===== src/hw/bidio_consts.vh =====
`ifndef BIDIO_CONSTS_VH
`define BIDIO_CONSTS_VH

// ==========================================================
// register byte offsets
`define BIDIO_OFF_C_DATA 12'h000
`define BIDIO_OFF_C_LATCH 12'h004
`define BIDIO_OFF_C_DIR 12'h008
`define BIDIO_OFF_E_DATA 12'h00C
`define BIDIO_OFF_E_LATCH 12'h010
`define BIDIO_OFF_E_DIR 12'h014
`define BIDIO_OFF_E_ANALOG 12'h018
`define BIDIO_OFF_CONFIG 12'h01C

// ==========================================================
// reset values
`define BIDIO_RST_C_DIR 8'hFF
`define BIDIO_RST_C_LATCH 8'h00
`define BIDIO_RST_E_DIR 3'h7
`define BIDIO_RST_E_LATCH 3'h0
`define BIDIO_RST_E_ANALOG 3'h7
`define BIDIO_RST_PSP 4'h0
`define BIDIO_RST_CCU2_SEL 1'b1
`define BIDIO_RST_MCLR_EN 1'b1
`define BIDIO_RST_E_PRESENT 1'b1

// ==========================================================
// field positions
`define BIDIO_CFG_CCU2_SEL_BIT 0
`define BIDIO_CFG_E_PRESENT_BIT 1
`define BIDIO_CFG_MCLR_EN_BIT 7
`define BIDIO_PSP_LSB 4
`define BIDIO_CCU2_PIN 1

`endif


===== src/hw/bidio_top.v =====
// Design decisions made here: the APB register port and the register addresses.
`include "bidio_consts.vh"

// ==========================================================
// general purpose ports c and e behind an apb slave
module bidio_top (
  // clock and reset
  input wire pclk,
  input wire presetn,
  // apb slave
  input wire psel,
  input wire penable,
  input wire pwrite,
  input wire [11:0] paddr,
  input wire [31:0] pwdata,
  output reg [31:0] prdata,
  output reg pready,
  output reg pslverr,
  // configuration straps, static, caught after reset release
  input wire cfg_ccu2_pin_select,
  input wire cfg_reset_pin_enable,
  input wire cfg_port_e_present,
  // port c pads
  input wire [7:0] port_c_pin_i,
  output wire [7:0] port_c_pin_o,
  output wire [7:0] port_c_pin_oe,
  // port c peripheral overrides
  input wire [7:0] periph_c_ovr_en,
  input wire [7:0] periph_c_ovr_drive,
  input wire [7:0] periph_c_ovr_val,
  output reg [7:0] periph_c_in,
  // capture/compare unit 2
  input wire ccu2_out_en,
  input wire ccu2_out_val,
  output reg ccu2_in,
  // port e pads
  input wire [2:0] port_e_low_pins_i,
  output wire [2:0] port_e_low_pins_o,
  output wire [2:0] port_e_low_pins_oe,
  input wire port_e_pin3_i,
  // port e side functions
  output reg master_clear_n,
  output reg [3:0] psp_ctrl,
  output reg [2:0] port_e_analog_sel
);

  // ==========================================================
  // state
  reg [7:0] port_c_direction_q;
  reg [7:0] port_c_output_latch_q;
  reg [2:0] port_e_direction_q;
  reg [2:0] port_e_output_latch_q;
  reg [3:0] psp_ctrl_q;
  reg [2:0] port_e_analog_q;
  reg ccu2_pin_select_q;
  reg reset_pin_enable_q;
  reg port_e_present_q;
  reg cfg_taken_q;
  reg [31:0] rdata_d;
  reg err_d;
  wire [7:0] c_sync;
  wire [3:0] e_sync;
  wire [7:0] c_ovr_en;
  wire [7:0] c_ovr_drive;
  wire [7:0] c_ovr_val;
  wire [2:0] e_dir_eff;
  wire [11:0] word_addr;
  wire access;
  wire commit;
  wire wr;
  wire [7:0] port_c_data_rd;
  wire [3:0] port_e_data_rd;
  wire pin3_is_port;
  // address decode and write strobes
  wire misaligned;
  wire hit_c_data;
  wire hit_c_latch;
  wire hit_c_dir;
  wire hit_e_data;
  wire hit_e_latch;
  wire hit_e_dir;
  wire hit_e_analog;
  wire hit_config;
  wire mapped;
  wire refused;
  wire wr_c_latch;
  wire wr_c_dir;
  wire wr_e_latch;
  wire wr_e_dir;
  wire wr_e_analog;

  // ==========================================================
  // apb handshake
  // one wait state: pready rises on the second access cycle
  assign access = psel & penable;
  assign commit = access & pready;
  // a refused write must never reach a register
  assign wr = commit & pwrite & ~refused;
  assign word_addr = {paddr[11:2], 2'b00};

  // answer registered; prdata stands until the next access, pslverr clears once access drops
  always @(posedge pclk or negedge presetn) begin
    if (!presetn) begin
      pready <= 1'b0;
      pslverr <= 1'b0;
      prdata <= 32'h0000_0000;
    end else begin
      pready <= access & ~pready;
      if (access & ~pready) begin
        // writes and refused reads answer zero, never stale data
        prdata <= (pwrite | err_d) ? 32'h0000_0000 : rdata_d;
        pslverr <= err_d;
      end else if (!access) begin
        pslverr <= 1'b0;
      end
    end
  end

  // ==========================================================
  // address decode
  // each mapped word address hits exactly one register; a byte
  // address off a word boundary or an unmapped word is refused
  assign misaligned = (paddr[1:0] != 2'b00);
  assign hit_c_data = (word_addr == `BIDIO_OFF_C_DATA);
  assign hit_c_latch = (word_addr == `BIDIO_OFF_C_LATCH);
  assign hit_c_dir = (word_addr == `BIDIO_OFF_C_DIR);
  assign hit_e_data = (word_addr == `BIDIO_OFF_E_DATA);
  assign hit_e_latch = (word_addr == `BIDIO_OFF_E_LATCH);
  assign hit_e_dir = (word_addr == `BIDIO_OFF_E_DIR);
  assign hit_e_analog = (word_addr == `BIDIO_OFF_E_ANALOG);
  assign hit_config = (word_addr == `BIDIO_OFF_CONFIG);
  assign mapped = hit_c_data | hit_c_latch | hit_c_dir | hit_e_data |
    hit_e_latch | hit_e_dir | hit_e_analog | hit_config;
  assign refused = misaligned | ~mapped;

  // ==========================================================
  // write strobes
  // data and latch offsets load the same latch; the config word
  // has no strobe, so writes to it fall away silently
  assign wr_c_latch = wr & (hit_c_data | hit_c_latch);
  assign wr_c_dir = wr & hit_c_dir;
  assign wr_e_latch = wr & (hit_e_data | hit_e_latch);
  assign wr_e_dir = wr & hit_e_dir;
  assign wr_e_analog = wr & hit_e_analog;

  // ==========================================================
  // strap capture
  // straps are sampled once, one edge after release, so an
  // asynchronous reset never loads a port value
  // a strap that moves later waits for the next reset
  always @(posedge pclk or negedge presetn) begin
    if (!presetn) begin
      cfg_taken_q <= 1'b0;
      ccu2_pin_select_q <= `BIDIO_RST_CCU2_SEL;
      reset_pin_enable_q <= `BIDIO_RST_MCLR_EN;
      port_e_present_q <= `BIDIO_RST_E_PRESENT;
    end else if (!cfg_taken_q) begin
      cfg_taken_q <= 1'b1;
      ccu2_pin_select_q <= cfg_ccu2_pin_select;
      reset_pin_enable_q <= cfg_reset_pin_enable;
      port_e_present_q <= cfg_port_e_present;
    end
  end

  // ==========================================================
  // pad input synchronisers
  // three flops and a filter: a pad change shows four edges later,
  // the price of rejecting a one-cycle disagreement
  // pin levels sampled
  bidio_sync3 #(.W(8)) u_sync_c (
    .pclk(pclk),
    .presetn(presetn),
    .async_i(port_c_pin_i),
    .level_q(c_sync)
  );

  bidio_sync3 #(.W(4)) u_sync_e (
    .pclk(pclk),
    .presetn(presetn),
    .async_i({port_e_pin3_i, port_e_low_pins_i}),
    .level_q(e_sync)
  );

  // ==========================================================
  // port c registers
  // reset to inputs
  always @(posedge pclk or negedge presetn) begin
    if (!presetn) begin
      port_c_direction_q <= `BIDIO_RST_C_DIR;
      port_c_output_latch_q <= `BIDIO_RST_C_LATCH;
    end else begin
      // latch offset loads the same latch
      if (wr_c_latch) begin
        port_c_output_latch_q <= pwdata[7:0];
      end
      // direction is stored as written, overrides never touch it
      if (wr_c_dir) begin
        port_c_direction_q <= pwdata[7:0];
      end
    end
  end

  // ==========================================================
  // port e registers
  // reset to analog inputs
  always @(posedge pclk or negedge presetn) begin
    if (!presetn) begin
      port_e_direction_q <= `BIDIO_RST_E_DIR;
      port_e_output_latch_q <= `BIDIO_RST_E_LATCH;
      psp_ctrl_q <= `BIDIO_RST_PSP;
      port_e_analog_q <= `BIDIO_RST_E_ANALOG;
    end else begin
      // data and latch writes share the latch
      if (wr_e_latch) begin
        port_e_output_latch_q <= pwdata[2:0];
      end
      // bit 3 has no direction flop: pin3 is input only
      if (wr_e_dir) begin
        port_e_direction_q <= pwdata[2:0];
        psp_ctrl_q <= pwdata[7:4];
      end
      if (wr_e_analog) begin
        port_e_analog_q <= pwdata[2:0];
      end
    end
  end

  // ==========================================================
  // read path
  // analog pins read zero; pin3 readable only as port
  assign pin3_is_port = ~reset_pin_enable_q;
  // a data read shows the filtered pad, even on a driven pin, so
  // a shorted output reads back wrong
  // data reads return pad levels
  assign port_c_data_rd = c_sync;
  assign port_e_data_rd = port_e_present_q ?
    {e_sync[3] & pin3_is_port, e_sync[2:0] & ~port_e_analog_q} : 4'h0;

  // read mux; unmapped or misaligned offsets answer with pslverr
  always @* begin
    rdata_d = 32'h0000_0000;
    err_d = refused;
    case (word_addr)
      `BIDIO_OFF_C_DATA: rdata_d[7:0] = port_c_data_rd;
      `BIDIO_OFF_C_LATCH: rdata_d[7:0] = port_c_output_latch_q;
      `BIDIO_OFF_C_DIR: rdata_d[7:0] = port_c_direction_q;
      `BIDIO_OFF_E_DATA: rdata_d[3:0] = port_e_data_rd;
      `BIDIO_OFF_E_LATCH: rdata_d[2:0] = port_e_output_latch_q;
      `BIDIO_OFF_E_DIR: rdata_d[7:0] = {psp_ctrl_q, 1'b0, port_e_direction_q};
      `BIDIO_OFF_E_ANALOG: rdata_d[2:0] = port_e_analog_q;
      `BIDIO_OFF_CONFIG: begin
        rdata_d[`BIDIO_CFG_CCU2_SEL_BIT] = ccu2_pin_select_q;
        rdata_d[`BIDIO_CFG_E_PRESENT_BIT] = port_e_present_q;
        rdata_d[`BIDIO_CFG_MCLR_EN_BIT] = reset_pin_enable_q;
      end
      default: rdata_d = 32'h0000_0000;
    endcase
  end

  // ==========================================================
  // port c pad drivers
  // override inputs share this clock and need no synchroniser
  genvar gi;
  generate
    for (gi = 0; gi < 8; gi = gi + 1) begin : g_port_c
      if (gi == `BIDIO_CCU2_PIN) begin : g_ccu2
        // pin1 owned by capture unit 2 when selected
        assign c_ovr_en[gi] = periph_c_ovr_en[gi] | ccu2_pin_select_q;
        assign c_ovr_drive[gi] = ccu2_pin_select_q ?
          (ccu2_out_en | (periph_c_ovr_en[gi] & periph_c_ovr_drive[gi])) :
          periph_c_ovr_drive[gi];
        assign c_ovr_val[gi] = (ccu2_pin_select_q & ccu2_out_en) ?
          ccu2_out_val : periph_c_ovr_val[gi];
      end else begin : g_plain
        assign c_ovr_en[gi] = periph_c_ovr_en[gi];
        assign c_ovr_drive[gi] = periph_c_ovr_drive[gi];
        assign c_ovr_val[gi] = periph_c_ovr_val[gi];
      end
      bidio_pin_cell u_cell (
        .pclk(pclk),
        .presetn(presetn),
        .dir_input(port_c_direction_q[gi]),
        .latch_val(port_c_output_latch_q[gi]),
        .ovr_en(c_ovr_en[gi]),
        .ovr_drive(c_ovr_drive[gi]),
        .ovr_val(c_ovr_val[gi]),
        .pin_o_q(port_c_pin_o[gi]),
        .pin_oe_q(port_c_pin_oe[gi])
      );
    end
  endgenerate

  // ==========================================================
  // port e pad drivers
  // direction ignores analog select; is software's care
  // absent port never drives
  // floating pads are safe whatever the board ties them to
  assign e_dir_eff = port_e_present_q ? port_e_direction_q : 3'h7;

  generate
    for (gi = 0; gi < 3; gi = gi + 1) begin : g_port_e
      bidio_pin_cell u_cell (
        .pclk(pclk),
        .presetn(presetn),
        .dir_input(e_dir_eff[gi]),
        .latch_val(port_e_output_latch_q[gi]),
        .ovr_en(1'b0),
        .ovr_drive(1'b0),
        .ovr_val(1'b0),
        .pin_o_q(port_e_low_pins_o[gi]),
        .pin_oe_q(port_e_low_pins_oe[gi])
      );
    end
  endgenerate

  // ==========================================================
  // side outputs
  // pin3 becomes master clear; port input only if off
  // the clear request is only exported; the core decides what it resets
  // and the strap guard keeps it quiet until the straps are caught
  always @(posedge pclk or negedge presetn) begin
    if (!presetn) begin
      master_clear_n <= 1'b1;
      psp_ctrl <= `BIDIO_RST_PSP;
      port_e_analog_sel <= `BIDIO_RST_E_ANALOG;
      periph_c_in <= 8'h00;
      ccu2_in <= 1'b0;
    end else begin
      // low only while enabled and pin held low
      master_clear_n <= ~(reset_pin_enable_q & cfg_taken_q & ~e_sync[3]);
      psp_ctrl <= psp_ctrl_q;
      port_e_analog_sel <= port_e_analog_q;
      periph_c_in <= c_sync;
      ccu2_in <= ccu2_pin_select_q & c_sync[`BIDIO_CCU2_PIN];
    end
  end

endmodule // bidio_top


===== src/hw/bidio_sync3.v =====
// ==========================================================
// three-stage input synchroniser with agreement filter
module bidio_sync3 #(
  parameter W = 8
) (
  // clock and reset
  input wire pclk,
  input wire presetn,
  // asynchronous levels in, filtered levels out
  input wire [W-1:0] async_i,
  output reg [W-1:0] level_q
);

  reg [W-1:0] s1_q;
  reg [W-1:0] s2_q;
  reg [W-1:0] s3_q;
  wire [W-1:0] agree;

  // first stage feeds only the second stage
  assign agree = ~(s2_q ^ s3_q);

  // chain plus filter; a change counts once stages two and three agree
  always @(posedge pclk or negedge presetn) begin
    if (!presetn) begin
      s1_q <= {W{1'b0}};
      s2_q <= {W{1'b0}};
      s3_q <= {W{1'b0}};
      level_q <= {W{1'b0}};
    end else begin
      s1_q <= async_i;
      s2_q <= s1_q;
      s3_q <= s2_q;
      level_q <= (agree & s3_q) | (~agree & level_q);
    end
  end

endmodule // bidio_sync3


===== src/hw/bidio_pin_cell.v =====
// ==========================================================
// one pin driver: direction, latch and peripheral override
module bidio_pin_cell (
  // clock and reset
  input wire pclk,
  input wire presetn,
  // software state
  input wire dir_input,
  input wire latch_val,
  // peripheral override
  input wire ovr_en,
  input wire ovr_drive,
  input wire ovr_val,
  // pad side
  output reg pin_o_q,
  output reg pin_oe_q
);

  reg pin_o_d;
  reg pin_oe_d;

  always @* begin
    pin_o_d = latch_val;
    pin_oe_d = ~dir_input;
    if (ovr_en) begin
      pin_oe_d = ovr_drive;
      pin_o_d = ovr_drive ? ovr_val : latch_val;
    end
  end

  // driver registered; reset floats the pad
  always @(posedge pclk or negedge presetn) begin
    if (!presetn) begin
      pin_o_q <= 1'b0;
      pin_oe_q <= 1'b0;
    end else begin
      pin_o_q <= pin_o_d;
      pin_oe_q <= pin_oe_d;
    end
  end

endmodule // bidio_pin_cell


===== config.mk =====
export PLATFORM = sky130hd
export DESIGN_NAME = bidio_top
export DESIGN_NICKNAME = d
export VERILOG_FILES = /design/src/hw/bidio_top.v /design/src/hw/bidio_sync3.v /design/src/hw/bidio_pin_cell.v
export VERILOG_INCLUDE_DIRS = /design/src /design/src/hw
export SDC_FILE = /design/constraint.sdc
export NUM_CORES = 1
export LEC_CHECK = 0
export BUFFER_PORTS_ARGS = -buffer_cell sky130_fd_sc_hd__buf_2
export CAP_MARGIN = 20
export CORE_ASPECT_RATIO = 0.6
export CORE_MARGIN = 2
export CORE_UTILIZATION = 55
export CTS_BUF_LIST = sky130_fd_sc_hd__clkbuf_2 sky130_fd_sc_hd__clkbuf_4 sky130_fd_sc_hd__clkbuf_8
export CTS_CLUSTER_DIAMETER = 120
export DETAILED_ROUTE_END_ITERATION = 7
export PLACE_DENSITY = 0.85
export SYNTH_ARGS = -nofsm -noshare
export SYNTH_HDL_FRONTEND = slang
export SYNTH_SLANG_ARGS = --single-unit

===== constraint.sdc =====
create_clock -name pclk -period 4.7 [get_ports pclk]
set_input_delay 0.47 -clock pclk [delete_from_list [all_inputs] [get_ports pclk]]
set_output_delay 0.47 -clock pclk [all_outputs]
set_load 0.05 [all_outputs]

==> results list <==
* Run status: finished clean
* Area enclosed by the die boundary: slightly above 0.01 mm2
- Once detail routing completed, the nets flagged for antenna violations numbered 0.
- The worst setup path is of the input port to flip-flop kind.
- The worst setup path is captured at a flip-flop.
* Number of buffers added by the clock tree synthesis step: 17
- Max-cap violations in this run came to 0.
- Yosys mapped a number of flops with a built-in enable equal to 0.
- Post-route DRC: 0
- Startpoint Class: input port
- Clock-pin slew was measured on the worst setup and hold paths at ~70 ps.
* Final nets: roughly 550
- The detailed router finished its first iteration with 161 violations.
- Final Max Slew Viols: 0
* Pin count of the biggest net entering global routing: 79
- The count of cells in the finished layout, fillers not included, comes to ~600.
- The initial utilization of the core area, before any placement, comes to 0.559.
* Post_cts resized: 0
- In this run the tightest slew margin relative to its limit is 0.499.
* Core Box Area: approximately 0.0091 mm2
- Warning count from the yosys run: 0
- The via count of the first global-routing pass was 3156.
- Vias/cell: approximately 5.2
- Mean area per synthesized cell: between 10 and 15 um2
* Global-route wire length before repair: roughly 16000 um
- The tightest min-delay check is of the input port to asynchronous set/reset pin type.
- For this run, the leading register cell type out of synthesis is sky130_fd_sc_hd__dfrtp_1.
- Seq/Total Area, Yosys: 0.645
- Summed over all layers, the global routing overflow is 0.
- In this run the cell area of the synthesized design comes to 0.00508 mm2.
- Fraction of final layout cells sized beyond drive strength 1: 0.453
- Peak supply drop: roughly 0.0003 V
* Final worst path period need: between 2000 and 2500 ps
* Std cell rows: 27
- The clock tree synthesis step divided the H-tree into 4 levels.
- Derived from the worst setup path, the maximum achievable clock frequency is between 0.4 and 0.5 GHz.
* Area growth, synth to finish: 18.6%
* Hold Vio Cnt, Final: 0
- Crit path largest cell delay: 670 ps
- Of the available clock period, the critical path in the final layout requires 0.435.
- Cell variety after synth: 49
- The longest clock path from root to sink contains 2 buffers.
- Most common cell after layout, fill and taps aside: sky130_fd_sc_hd__buf_2
* Hold-fix buffers, CTS: 0
- The top cell types in the final layout, fill and taps aside, are sky130_fd_sc_hd__buf_2 (113), sky130_fd_sc_hd__dfrtp_1 (109), sky130_fd_sc_hd__mux2_2 (38).
* CTS tree: yes
* Detailed-router iteration count before antenna repair: 4
- In the global route stage, overall resource usage came out at 0.216.
- Dpl ws: approximately 2200 ps
- In this run, placement finished with an instance count of approximately 560.
* Initial antenna violation count: 0
* Slew at the pin closest to its max-slew limit: 741 ps
- Fin util: 0.663
- Synthesis handed over a netlist of 360 instances.
- Filler cell count in the final layout: between 700 and 800
- Among all stages on the critical path, the largest delay is contributed by sky130_fd_sc_hd__nor4b_1.
- The HPWL after detailed placement is a little under 7000 um.
* Unrepaired setup endpoints after global routing: no
- The repair_antennas step left the layout with diodes totalling 0.
* Sink Count: 130
* Post-CTS setup buffer count: 0
- Measured along the y axis, the die boundary spans just under 80 um.
- Along the worst path, the maximum fanout reaches 20.
- Clock root buffer: sky130_fd_sc_hd__clkbuf_8
- Post-route setup TNS: 0 ps
- Final routed wirelength across all metal layers: 10100 um
- Ys async rst share: 1.00
- Final setup margin: roughly 2700 ps
* Flip-flop and latch count after synthesis: 130
* Data required, critical path: 5020 ps
- At the later pin of the worst-skew pair, clock insertion delay measures 430 ps.
- Worst Clk Skew: 6.32 ps
- For this design the ratio of total power to cell area is roughly 440 mW/mm2.
- Data arrives at the worst endpoint at 2360 ps.
- During I/O placement, the number of pins put on the boundary was 163.
- Detailed routing inserted a total of between 3k and 4k vias.
- Walking the worst path, the cells encountered are buf_2 -> nor4b_1 -> nand2_1 -> nor2_4 -> mux2_2.
- Routability-driven placement finished with a final weighted congestion of slightly below 0.8.
* Input/output buffers: 114
* Die W: 128 um
- Static Leak: around 3.0 nW
- Setup-violating endpoint count in the final report: 0
- WL per Instance: about 17 um
==> final cells by class <==
cell class | count | area, um2 | share of cell area
clock buffer | 18 | 248 | 0.0411
clock inverter | 14 | 259 | 0.0430
inverter | 6 | 22.5 | 0.00374
multi-input combinational | 194 | 1490 | 0.247
sequential | 130 | 3280 | 0.544
tap | 116 | 145 | 0.0241
timing repair buffer | 115 | 584 | 0.0969
==> stage by stage <==
| step | hold WS (ps) | instance area [um2] | total power, mW |
|---|---|---|---|
| after floorplan | 174 | 5170 | 1.41 |
| after global placement | 332 | 5520 | 1.46 |
| after detailed placement | 336 | 5520 | 1.47 |
| after CTS | 74.0 | 6030 | 2.66 |
| after global routing | 104 | 6030 | 2.74 |
| final | 56.8 | 6030 | 2.64 |
==> state kept, by name, summed over array words and instances, names as in the netlist, 3 cells and up, named ones only <==
register,flops
u_sync_e.s3_q,4
u_sync_c.s2_q,8
g_port_e.u_cell.pin_oe_q,3
periph_c_in,8
g_port_e.u_cell.pin_o_q,3
port_e_direction_q,3
prdata,8
u_sync_c.s1_q,8
g_port_c.u_cell.pin_oe_q,8
u_sync_e.s2_q,4
u_sync_c.s3_q,8
u_sync_e.s1_q,4
port_e_output_latch_q,3
g_port_c.u_cell.pin_o_q,8
psp_ctrl_q,4
port_e_analog_q,3
port_c_direction_q,8
port_e_analog_sel,3
port_c_output_latch_q,8
psp_ctrl,4
==> power by group <==
part	leakage [nW]	internal [mW]	switching, mW
clock network	0.253	0.752	0.436
logic	1.13	0.0662	0.189
registers	1.57	1.17	0.0261
==> synth_stat cells, drive strengths merged (2+ instances only) <==
cell	count	area [um2]
a21boi	2	15.0
a21oi	7	35.0
a221oi	4	35.0
a22o	2	17.5
and3	3	18.8
and4	2	17.5
buf	51	370
clkbuf	2	7.51
conb	2	7.51
dfrtp	109	2730
dfstp	21	552
inv	6	22.5
maj3	12	120
mux2	39	439
mux2i	10	100
mux4	3	67.6
nand2	18	67.6
nand2b	5	31.3
nand3	2	10.0
nand4	3	25.0
nor2	8	37.5
nor2b	7	43.8
nor3	4	47.5
nor4	2	27.5
o21ai	16	80.1
o22ai	3	18.8
o31ai	2	15.0
==> logic make-up after synthesis <==
| kind of cell | after synthesis | share of synthesized area |
|---|---|---|
| buf+inv | 59 | 0.0788 |
| fa+ha+maj | 12 | 0.0236 |
| mux | 52 | 0.119 |
| flops | 130 | 0.645 |
| simple gates | 62 | 0.0778 |
| other cells | 2 | 0.00148 |
| compound gates | 43 | 0.0537 |
==> critical path: cells and delay by family <==
kind                   cells  cell delay, ps
buffers and inverters      1             360
multiplexers               1             370
AND/OR/NAND/NOR            3            1150
==> routing by layer <==
metal | part of all wire | wire length, um | track usage | vias up
met5 | 0 | 0 | 0 | -
met4 | 0.013 | 129 | 0.0989 | 0
met3 | 0.085 | 850 | 0.0743 | 12
met2 | 0.47 | 4690 | 0.319 | 114
met1 | 0.44 | 4390 | 0.290 | 1535
li1 | - | - | - | 1408
==> worst paths after layout <==
kind / startpoint / endpoint / slack, ps / depth (start not counted)
max in group asynchronous: presetn / prdata[3] / 3520 / 2
max: paddr[2] / psp_ctrl_q[1] / 2660 / 5
max reg2reg: pready / port_c_output_latch_q[1] / 2770 / 4
min in group pclk: port_c_pin_i[3] / u_sync_c.s1_q[3] / 140 / 1
min reg2reg: u_sync_c.s1_q[5] / u_sync_c.s2_q[5] / 350 / 0
min: presetn / g_port_c[5].u_cell.pin_o_q / 60 / 1
No activity file was read; power rests on OpenSTA's default activity.
